`config.mk`:
```
export PLATFORM = sky130hd
export DESIGN_NAME = msa_sequencer
export DESIGN_NICKNAME = d
export VERILOG_FILES = /design/src/msa_clk_div.v /design/src/msa_read_port.v /design/src/msa_sequencer.v
export VERILOG_INCLUDE_DIRS = /design/src /design/src/src
export SDC_FILE = /design/constraint.sdc
export NUM_CORES = 1
export LEC_CHECK = 0
export BUFFER_PORTS_ARGS = -buffer_cell sky130_fd_sc_hd__buf_2
export CORE_MARGIN = 10
export CORE_UTILIZATION = 32
export DETAILED_ROUTE_END_ITERATION = 12
export PLACE_DENSITY = 0.59
export REMOVE_ABC_BUFFERS = 1
export SYNTH_ARGS = -nofsm -noshare
export SYNTH_HDL_FRONTEND = slang
export SYNTH_SLANG_ARGS = --single-unit
```
`constraint.sdc`:
```
create_clock -name REF_CLK -period 3 [get_ports REF_CLK]
set_input_delay 0.6 -clock REF_CLK [delete_from_list [all_inputs] [get_ports REF_CLK]]
set_output_delay 0.6 -clock REF_CLK [all_outputs]
set_load 0.05 [all_outputs]
```
`src/msa_consts.vh`:
```
`ifndef MSA_CONSTS_VH
`define MSA_CONSTS_VH

// ----------------------------------------------------------------
// internal clock and conversion timing, in internal clock periods
// ----------------------------------------------------------------
`define MSA_OSC_DIV        4
`define MSA_CYCLE_TICKS    1280
`define MSA_ZERO_TICKS     246
`define MSA_INTEG_TICKS    256
`define MSA_DEINT_TICKS    778
`define MSA_FAST_MAX       512
`define MSA_SLOW_MAX       64
`define MSA_OVR_MAX        64
`define MSA_OVR_PHASES     3
`define MSA_SETTLE_TICKS   10
`define MSA_BUSY_TICKS     836

// ----------------------------------------------------------------
// result layout
// ----------------------------------------------------------------
`define MSA_FAST_BITS      9
`define MSA_SLOW_BITS      6
`define MSA_RESULT_BITS    15

`endif

```
`src/msa_clk_div.v`:
```
`timescale 1ns/10ps

// ----------------------------------------------------------------
// oscillator divider: one-cycle tick every DIV input clocks
// ----------------------------------------------------------------
module msa_clk_div #(
    parameter DIV = 4
) (
    input  wire clk,
    input  wire nrst,
    output reg  tick
);

    reg  [7:0] cnt_reg;

    always @(posedge clk) begin
        if (!nrst) begin
            cnt_reg <= 8'h00;
            tick    <= 1'b0;
        end else if (cnt_reg == DIV - 1) begin
            cnt_reg <= 8'h00;
            tick    <= 1'b1;
        end else begin
            cnt_reg <= cnt_reg + 8'h01;
            tick    <= 1'b0;
        end
    end

endmodule // msa_clk_div

```
`src/msa_read_port.v`:
```
`timescale 1ns/10ps
`include "msa_consts.vh"

// ----------------------------------------------------------------
// byte read port for the latched result (demand-mode layout)
// ----------------------------------------------------------------
module msa_read_port (
    input  wire                          clk,
    input  wire                          nrst,
    input  wire                          chip_en,
    input  wire                          rd_n,
    input  wire                          low_sel,
    input  wire                          ovr_sel,
    input  wire [`MSA_RESULT_BITS-1:0]   result,
    input  wire                          polarity,
    input  wire                          overrange,
    output reg  [7:0]                    db_out,
    output wire                          db_oe
);

    reg  [7:0] byte_next;

    assign db_oe = chip_en & ~rd_n;

    always @* begin
        if (low_sel) begin
            byte_next = result[7:0];
        end else begin
            byte_next = {(ovr_sel ? overrange : polarity), result[14:8]};
        end
    end

    // data registered so the bus sees a clean byte one clock after select
    always @(posedge clk) begin
        if (!nrst) begin
            db_out <= 8'h00;
        end else begin
            db_out <= byte_next;
        end
    end

endmodule // msa_read_port

```
`src/msa_sequencer.v`:
```
`timescale 1ns/10ps
`include "msa_consts.vh"

module msa_sequencer #(
    parameter ZERO_TICKS  = `MSA_ZERO_TICKS,
    parameter INTEG_TICKS = `MSA_INTEG_TICKS,
    parameter DEINT_TICKS = `MSA_DEINT_TICKS,
    parameter BUSY_TICKS  = `MSA_BUSY_TICKS
) (
    input  wire                          REF_CLK,
    input  wire                          NRST,
    input  wire                          MODE_SELECT_INPUT,
    input  wire                          CHIP_ENABLE_N,
    input  wire                          CHIP_SELECT,
    input  wire                          CONVERT_N,
    input  wire                          READ_N,
    input  wire                          LOW_HIGH_SEL,
    input  wire                          OVR_POL_SEL,
    input  wire                          COMP_IN,
    output reg                           BUSY,
    output reg                           DATA_VALID,
    output reg  [`MSA_RESULT_BITS-1:0]   RESULT,
    output reg                           POLARITY,
    output reg                           OVERRANGE,
    output wire [7:0]                    DB_OUT,
    output wire                          DB_OE,
    output reg                           SW_ZERO_LOOP,
    output reg                           SW_COMMON_SHORT,
    output reg                           SW_INPUT_CONNECT,
    output reg                           SW_NEG_TO_COMMON,
    output reg                           SW_PRIMARY_REF_CAP,
    output reg                           SW_FINE_REF_CAP
);

    // ----------------------------------------------------------------
    // states
    // ----------------------------------------------------------------
    localparam ST_IDLE   = 3'h0;
    localparam ST_ZERO   = 3'h1;
    localparam ST_INTEG  = 3'h2;
    localparam ST_FAST   = 3'h3;
    localparam ST_SLOW   = 3'h4;
    localparam ST_OVR    = 3'h5;
    localparam ST_SETTLE = 3'h6;

    localparam [9:0] ZERO_LAST  = ZERO_TICKS - 1;
    localparam [9:0] INTEG_LAST = INTEG_TICKS - 1;
    localparam [9:0] DEINT_LAST = DEINT_TICKS - 1;
    localparam [9:0] BUSY_LAST  = BUSY_TICKS - 1;
    localparam [9:0] FAST_LAST  = `MSA_FAST_MAX - 1;
    localparam [9:0] SLOW_LAST  = `MSA_SLOW_MAX - 1;
    localparam [9:0] OVR_LAST   = `MSA_OVR_MAX - 1;
    localparam [1:0] OVR_FINAL  = `MSA_OVR_PHASES - 1;

    // ----------------------------------------------------------------
    // declarations
    // ----------------------------------------------------------------
    wire       tick;
    wire       chip_en;
    wire       wr_qual;
    wire       wr_start;
    wire       crossing;
    wire       busy_end;
    wire [`MSA_RESULT_BITS-1:0] result_work;

    reg  [2:0] state_reg,   state_next;
    reg  [9:0] phase_reg,   phase_next;
    reg  [9:0] deint_reg,   deint_next;
    reg  [9:0] busy_cnt_reg;
    reg  [8:0] fast_reg,    fast_next;
    reg  [5:0] slow_reg,    slow_next;
    reg  [7:0] ovr_cnt_reg, ovr_cnt_next;
    reg  [1:0] ovr_idx_reg, ovr_idx_next;
    reg        fast_full_reg, fast_full_next;
    reg        ovr_flag_reg,  ovr_flag_next;
    reg        pol_reg,       pol_next;
    reg        entry_reg,     entry_next;
    reg        busy_start;
    reg        wr_qual_d_reg;
    reg        pending_reg;
    reg        consume;

    // ----------------------------------------------------------------
    // internal clock
    // ----------------------------------------------------------------
    // divide by four
    msa_clk_div #(
        .DIV  (`MSA_OSC_DIV)
    ) u_div (
        .clk  (REF_CLK),
        .nrst (NRST),
        .tick (tick)
    );

    // ----------------------------------------------------------------
    // convert strobe
    // ----------------------------------------------------------------
    // qualify strobes
    assign chip_en  = ~CHIP_ENABLE_N & CHIP_SELECT;
    assign wr_qual  = chip_en & ~CONVERT_N & ~MODE_SELECT_INPUT;
    assign wr_start = wr_qual & ~wr_qual_d_reg;

    assign crossing = COMP_IN != entry_reg;

    assign result_work = ovr_flag_reg ? {7'h00, ovr_cnt_reg} : {fast_reg, slow_reg};

    assign busy_end = BUSY & tick & (busy_cnt_reg == BUSY_LAST);

    // ----------------------------------------------------------------
    // sequencer
    // ----------------------------------------------------------------
    always @* begin
        state_next     = state_reg;
        phase_next     = phase_reg;
        deint_next     = deint_reg;
        fast_next      = fast_reg;
        slow_next      = slow_reg;
        ovr_cnt_next   = ovr_cnt_reg;
        ovr_idx_next   = ovr_idx_reg;
        fast_full_next = fast_full_reg;
        ovr_flag_next  = ovr_flag_reg;
        pol_next       = pol_reg;
        entry_next     = entry_reg;
        busy_start     = 1'b0;
        consume        = 1'b0;
        if (tick) begin
            phase_next = phase_reg + 10'h001;
            case (state_reg)
                ST_IDLE: begin
                    phase_next = 10'h000;
                    if (MODE_SELECT_INPUT || pending_reg) begin
                        consume    = ~MODE_SELECT_INPUT;
                        state_next = ST_ZERO;
                    end
                end
                ST_ZERO: begin
                    if (phase_reg == ZERO_LAST) begin
                        state_next = ST_INTEG;
                        phase_next = 10'h000;
                    end
                end
                ST_INTEG: begin
                    if (phase_reg == INTEG_LAST) begin
                        state_next     = ST_FAST;
                        phase_next     = 10'h000;
                        deint_next     = 10'h000;
                        pol_next       = COMP_IN;
                        entry_next     = COMP_IN;
                        fast_next      = 9'h000;
                        slow_next      = 6'h00;
                        ovr_cnt_next   = 8'h00;
                        ovr_idx_next   = 2'h0;
                        fast_full_next = 1'b0;
                        ovr_flag_next  = 1'b0;
                        busy_start     = 1'b1;
                    end
                end
                ST_FAST: begin
                    deint_next = deint_reg + 10'h001;
                    if (crossing || phase_reg == FAST_LAST) begin
                        fast_next      = phase_reg[8:0];
                        fast_full_next = ~crossing;
                        state_next     = ST_SLOW;
                        phase_next     = 10'h000;
                        entry_next     = COMP_IN;
                    end
                end
                ST_SLOW: begin
                    deint_next = deint_reg + 10'h001;
                    if (crossing || phase_reg == SLOW_LAST) begin
                        slow_next  = phase_reg[5:0];
                        phase_next = 10'h000;
                        entry_next = COMP_IN;
                        if (!crossing && fast_full_reg) begin
                            state_next = ST_OVR;
                        end else begin
                            state_next = ST_SETTLE;
                        end
                    end
                end
                ST_OVR: begin
                    deint_next = deint_reg + 10'h001;
                    if (crossing || (phase_reg == OVR_LAST && ovr_idx_reg == OVR_FINAL)) begin
                        ovr_cnt_next  = {ovr_idx_reg, phase_reg[5:0]};
                        ovr_flag_next = 1'b1;
                        state_next    = ST_SETTLE;
                    end else if (phase_reg == OVR_LAST) begin
                        ovr_idx_next = ovr_idx_reg + 2'h1;
                        phase_next   = 10'h000;
                        entry_next   = COMP_IN;
                    end
                end
                ST_SETTLE: begin
                    deint_next = deint_reg + 10'h001;
                    if (deint_reg == DEINT_LAST) begin
                        phase_next = 10'h000;
                        state_next = MODE_SELECT_INPUT ? ST_ZERO : ST_IDLE;
                    end
                end
                default: begin
                    state_next = ST_IDLE;
                    phase_next = 10'h000;
                end
            endcase
        end
    end

    always @(posedge REF_CLK) begin
        if (!NRST) begin
            state_reg     <= ST_IDLE;
            phase_reg     <= 10'h000;
            deint_reg     <= 10'h000;
            fast_reg      <= 9'h000;
            slow_reg      <= 6'h00;
            ovr_cnt_reg   <= 8'h00;
            ovr_idx_reg   <= 2'h0;
            fast_full_reg <= 1'b0;
            ovr_flag_reg  <= 1'b0;
            pol_reg       <= 1'b0;
            entry_reg     <= 1'b0;
            wr_qual_d_reg <= 1'b0;
            pending_reg   <= 1'b0;
        end else begin
            state_reg     <= state_next;
            phase_reg     <= phase_next;
            deint_reg     <= deint_next;
            fast_reg      <= fast_next;
            slow_reg      <= slow_next;
            ovr_cnt_reg   <= ovr_cnt_next;
            ovr_idx_reg   <= ovr_idx_next;
            fast_full_reg <= fast_full_next;
            ovr_flag_reg  <= ovr_flag_next;
            pol_reg       <= pol_next;
            entry_reg     <= entry_next;
            wr_qual_d_reg <= wr_qual;
            // a strobe arriving in the consuming cycle is kept
            if (wr_start) begin
                pending_reg <= 1'b1;
            end else if (consume) begin
                pending_reg <= 1'b0;
            end
        end
    end

    // ----------------------------------------------------------------
    // busy and result latch
    // ----------------------------------------------------------------
    always @(posedge REF_CLK) begin
        if (!NRST) begin
            BUSY         <= 1'b0;
            busy_cnt_reg <= 10'h000;
            DATA_VALID   <= 1'b0;
            RESULT       <= 15'h0000;
            POLARITY     <= 1'b0;
            OVERRANGE    <= 1'b0;
        end else begin
            if (busy_start) begin
                BUSY         <= 1'b1;
                busy_cnt_reg <= 10'h000;
            end else if (busy_end) begin
                BUSY <= 1'b0;
            end else if (BUSY && tick) begin
                busy_cnt_reg <= busy_cnt_reg + 10'h001;
            end
            if (busy_end) begin
                RESULT     <= result_work;
                POLARITY   <= pol_reg;
                OVERRANGE  <= ovr_flag_reg;
                DATA_VALID <= 1'b1;
            end else if (wr_start) begin
                DATA_VALID <= 1'b0;
            end
        end
    end

    // ----------------------------------------------------------------
    // analog switch controls, registered from the next state
    // ----------------------------------------------------------------
    always @(posedge REF_CLK) begin
        if (!NRST) begin
            SW_ZERO_LOOP       <= 1'b1;
            SW_COMMON_SHORT    <= 1'b1;
            SW_INPUT_CONNECT   <= 1'b0;
            SW_NEG_TO_COMMON   <= 1'b1;
            SW_PRIMARY_REF_CAP <= 1'b0;
            SW_FINE_REF_CAP    <= 1'b0;
        end else begin
            SW_ZERO_LOOP       <= (state_next == ST_ZERO) || (state_next == ST_IDLE);
            SW_COMMON_SHORT    <= (state_next == ST_ZERO) || (state_next == ST_IDLE);
            SW_INPUT_CONNECT   <= (state_next == ST_INTEG);
            SW_NEG_TO_COMMON   <= (state_next != ST_INTEG);
            SW_PRIMARY_REF_CAP <= (state_next == ST_FAST);
            SW_FINE_REF_CAP    <= (state_next == ST_SLOW) || (state_next == ST_OVR);
        end
    end

    // ----------------------------------------------------------------
    // read port
    // ----------------------------------------------------------------
    // read qualified too
    msa_read_port u_rd (
        .clk       (REF_CLK),
        .nrst      (NRST),
        .chip_en   (chip_en),
        .rd_n      (READ_N),
        .low_sel   (LOW_HIGH_SEL),
        .ovr_sel   (OVR_POL_SEL),
        .result    (RESULT),
        .polarity  (POLARITY),
        .overrange (OVERRANGE),
        .db_out    (DB_OUT),
        .db_oe     (DB_OE)
    );

endmodule // msa_sequencer

```
==> flow_summary_export.csv <==
group,metric,value,unit
power_and_ir_drop,power_switching_share,24.1,%
timing,period_share,88.4,%
route,drtIter0Drc,263,
finish,largest_reg_flops,15,
timing,fin_ws,0.348,ns
yosys,synth_top_area_cell,"dfxtp_1",
yosys,yosys.area_share.simple,26.3,%
grt,grt_pass1_wl,18300,um
timing,rsz0062_at_grt,"false",
grt,grt_max_degree,58,
yosys,seq_area_frac_synth,43.8,%
power_and_ir_drop,clkPwrFrac,44.0,%
yosys,yosys.cell_types.count,63,
timing,min_period,2.65,ns
floorplanning,rows,44,
critical_path,end_kind,"flip-flop",
floorplanning,die_w,142,um
yosys,syn_area,0.00479,sq mm
flow_run,cap_viol_max_count,0,
route,drt_first_pass_iters,8,
timing,hold_viol_final,0,
floorplanning,core-area,0.0146,sq mm
placed_design,io_buffers,43,
yosys,synth-compound-area-share,14.6,%
finish,finalNetCount,599,
critical_path,critPathKind,"flip-flop to flip-flop",
grt,antenna_found_initial,0,
route,vias_per_cell,5.13,
clocking,h-tree-depth,3,
yosys,ys_top_cells_by_area,"dfxtp_1 (44%), nor2_1 (5.7%), nand2_1 (5.1%)",
floorplanning,dieHeight,142,um
power_and_ir_drop,internal_power,2.02,mW
clocking,tritoncts,"yes",
yosys,synth_edf_count,0,
yosys,synth_top_family_by_area,"simple AND/OR/NAND/NOR gates",
timing,setup_viol,0,
timing,worst_pin_slew,0.705,ns
timing,relSlewSlack,52.9,%
finish,final_cell_mix,"dfxtp_1 (105), nor2_1 (73), nand2_1 (65)",
timing,final.setup.tns,0,ns
clocking,cts_max_path_buffers,2,
route,postRouteAntennaNets,0,
yosys,synthArstFlopShare,0,%
worst_hold_path,min_path_cells,2,
placed_design,hpwl,7870,um
critical_path,arrival,2.94,ns
floorplanning,floorplan.initialDensity,32.9,%
floorplanning,die-area,0.0203,sq mm
timing,drv_slew,0,
yosys,synth_xor_area_share,5.30,%
yosys,synth_flop_cell,"dfxtp_1",
yosys,yosysTopAreaCellShare,43.8,%
critical_path,cp_max_fo,10,
clocking,hold_buffers,0,
power_and_ir_drop,combPwrFrac,2.9,%
timing,fin_skew,0.00941,ns
yosys,synth-seq-cells,105,
worst_hold_path,min_path_type,"input pin to flip-flop",
placed_design,dp_cells,755,
power_and_ir_drop,finalPower,2.66,mW
power_and_ir_drop,p_leak,1.96,nW
clocking,path_clk_slew,0.08,ns
clocking,cts_buffers,9,
yosys,postSynthCellCount,560,
clocking,clock_latency,0.35,ns
route,remaining_drc_errors,0,
grt,grt_use_total,10.8,%
route,drt-total-wl,11100,um
power_and_ir_drop,vdd_drop_max,0.000264,V
clocking,cts_setup_buffers,0,
clocking,cts_root_buffer,"clkbuf_16",
floorplanning,num_io_pins,44,
critical_path,r2r_cells,8,
timing,fmaxAchievable,377,MHz
critical_path,start_kind,"flip-flop",
yosys,ys_warn_count,0,
grt,grt_pass1_vias,3773,
power_and_ir_drop,p_per_area,490,mW/mm^2
yosys,synth_mux_area_share,4.20,%
clocking,cts_resized,0,
run_status,status,"complete, no violations",
route,dr_total_vias,3953,
finish,utilization,37.2,%
critical_path,worstPathRequired,3.29,ns
finish,layout-drive-gt1-share,15.5,%
power_and_ir_drop,p_seq_share,53.1,%
placed_design,place_worst_setup_slack,0.455,ns
placed_design,gp_routability_congestion,0.925,
finish,antenna_cells,0,
finish,synthToLayoutAreaGrowth,13.2,%
finish,instances_no_fill,771,
finish,final_common_cell,"dfxtp_1",
clocking,clock-sinks,105,
yosys,avgSynthCellArea,8.56,sq um
grt,gr-total-overflow,0,
yosys,synth-adder-area-share,1.83,%
route,drt-wirelength-per-cell,14.3,um
power_and_ir_drop,power_switching,642,uW
finish,regMostFlops,"RESULT",
## metal layers
layer  wire, um  up-vias  GRT usage (%)
li1           -     2005              -
met1       5150     1795           13.9
met2       4910      130           16.5
met3        782       23           3.04
met4        214        0           4.47
met5          0        -              0
## power by group through the flow
stage	combinational [mW]	sequential [mW]	clock, mW
4_1_cts	0.0786	1.41	1.22
3_3_place_gp	0.0761	1.44	0
6_report	0.0774	1.41	1.17
3_5_place_dp	0.0782	1.45	0
5_1_grt	0.0855	1.42	1.26
2_1_floorplan	0.0461	1.44	0
## cells by family (layout without fill, tap and decap cells)
kind of cell	Yosys count	count (layout)
xor gates and xnor gates	29	29
DFF	105	105
muxes	20	20
buffers and inverters	43	70
and+or+nand+nor	257	257
adders and majority gates	7	7
AOI/OAI and AO/OA	99	99
## worst max-delay path, cell delays in order, from the launching register on
cell and delay, ns:
dfxtp_1 0.46, ha_1 0.26, nand3_1 0.25, nor3_2 0.38, o21ai_0 0.17, buf_4 0.21
nor2b_1 0.53, nand3_1 0.17, a21oi_1 0.16
## final cells by class
class | count | area [sq um]
inverter | 6 | 22.5
tap | 184 | 230
sequential | 105 | 2100
timing repair buffer | 48 | 265
clock inverter | 7 | 80.1
clock buffer | 9 | 225
multi-input combinational | 412 | 2500
fill | 1481 | 9160
## synth_stat cells (3+ instances only)
library cell and number:
and3_1 12, a21o_2 6, or4_1 3, o21ai_0 8
ha_1 7, buf_2 7, nor2_1 73, dfxtp_1 105
xor2_1 19, a211oi_1 11, nand3b_1 9, nand2b_1 8
a21oi_1 43, or2_2 3, nor3_1 12, a31oi_1 3
nor4_1 4, inv_1 5, o211a_1 3, mux2i_1 19
nand3_1 37, a22oi_1 6, nand4_1 8, nand2_1 65
clkbuf_1 26, xnor2_1 10
## through the flow
step	hold slack (ns)	cell area, sq um
4_1_cts	0.424	5430
3_5_place_dp	0.445	5120
2_1_floorplan	0.430	4630
6_report	0.433	5430
5_1_grt	0.433	5430
3_3_place_gp	0.443	5120
## worst paths after layout
path	from	slack (ns)	end
min	CONVERT_N	0.43	wr_qual_d_reg
min reg2reg	fast_reg[8]	0.45	fast_reg[8]
max	phase_reg[0]	0.35	ovr_cnt_reg[6]
max reg2reg	phase_reg[0]	0.35	ovr_cnt_reg[6]
No activity file was read; power rests on OpenSTA's default activity.
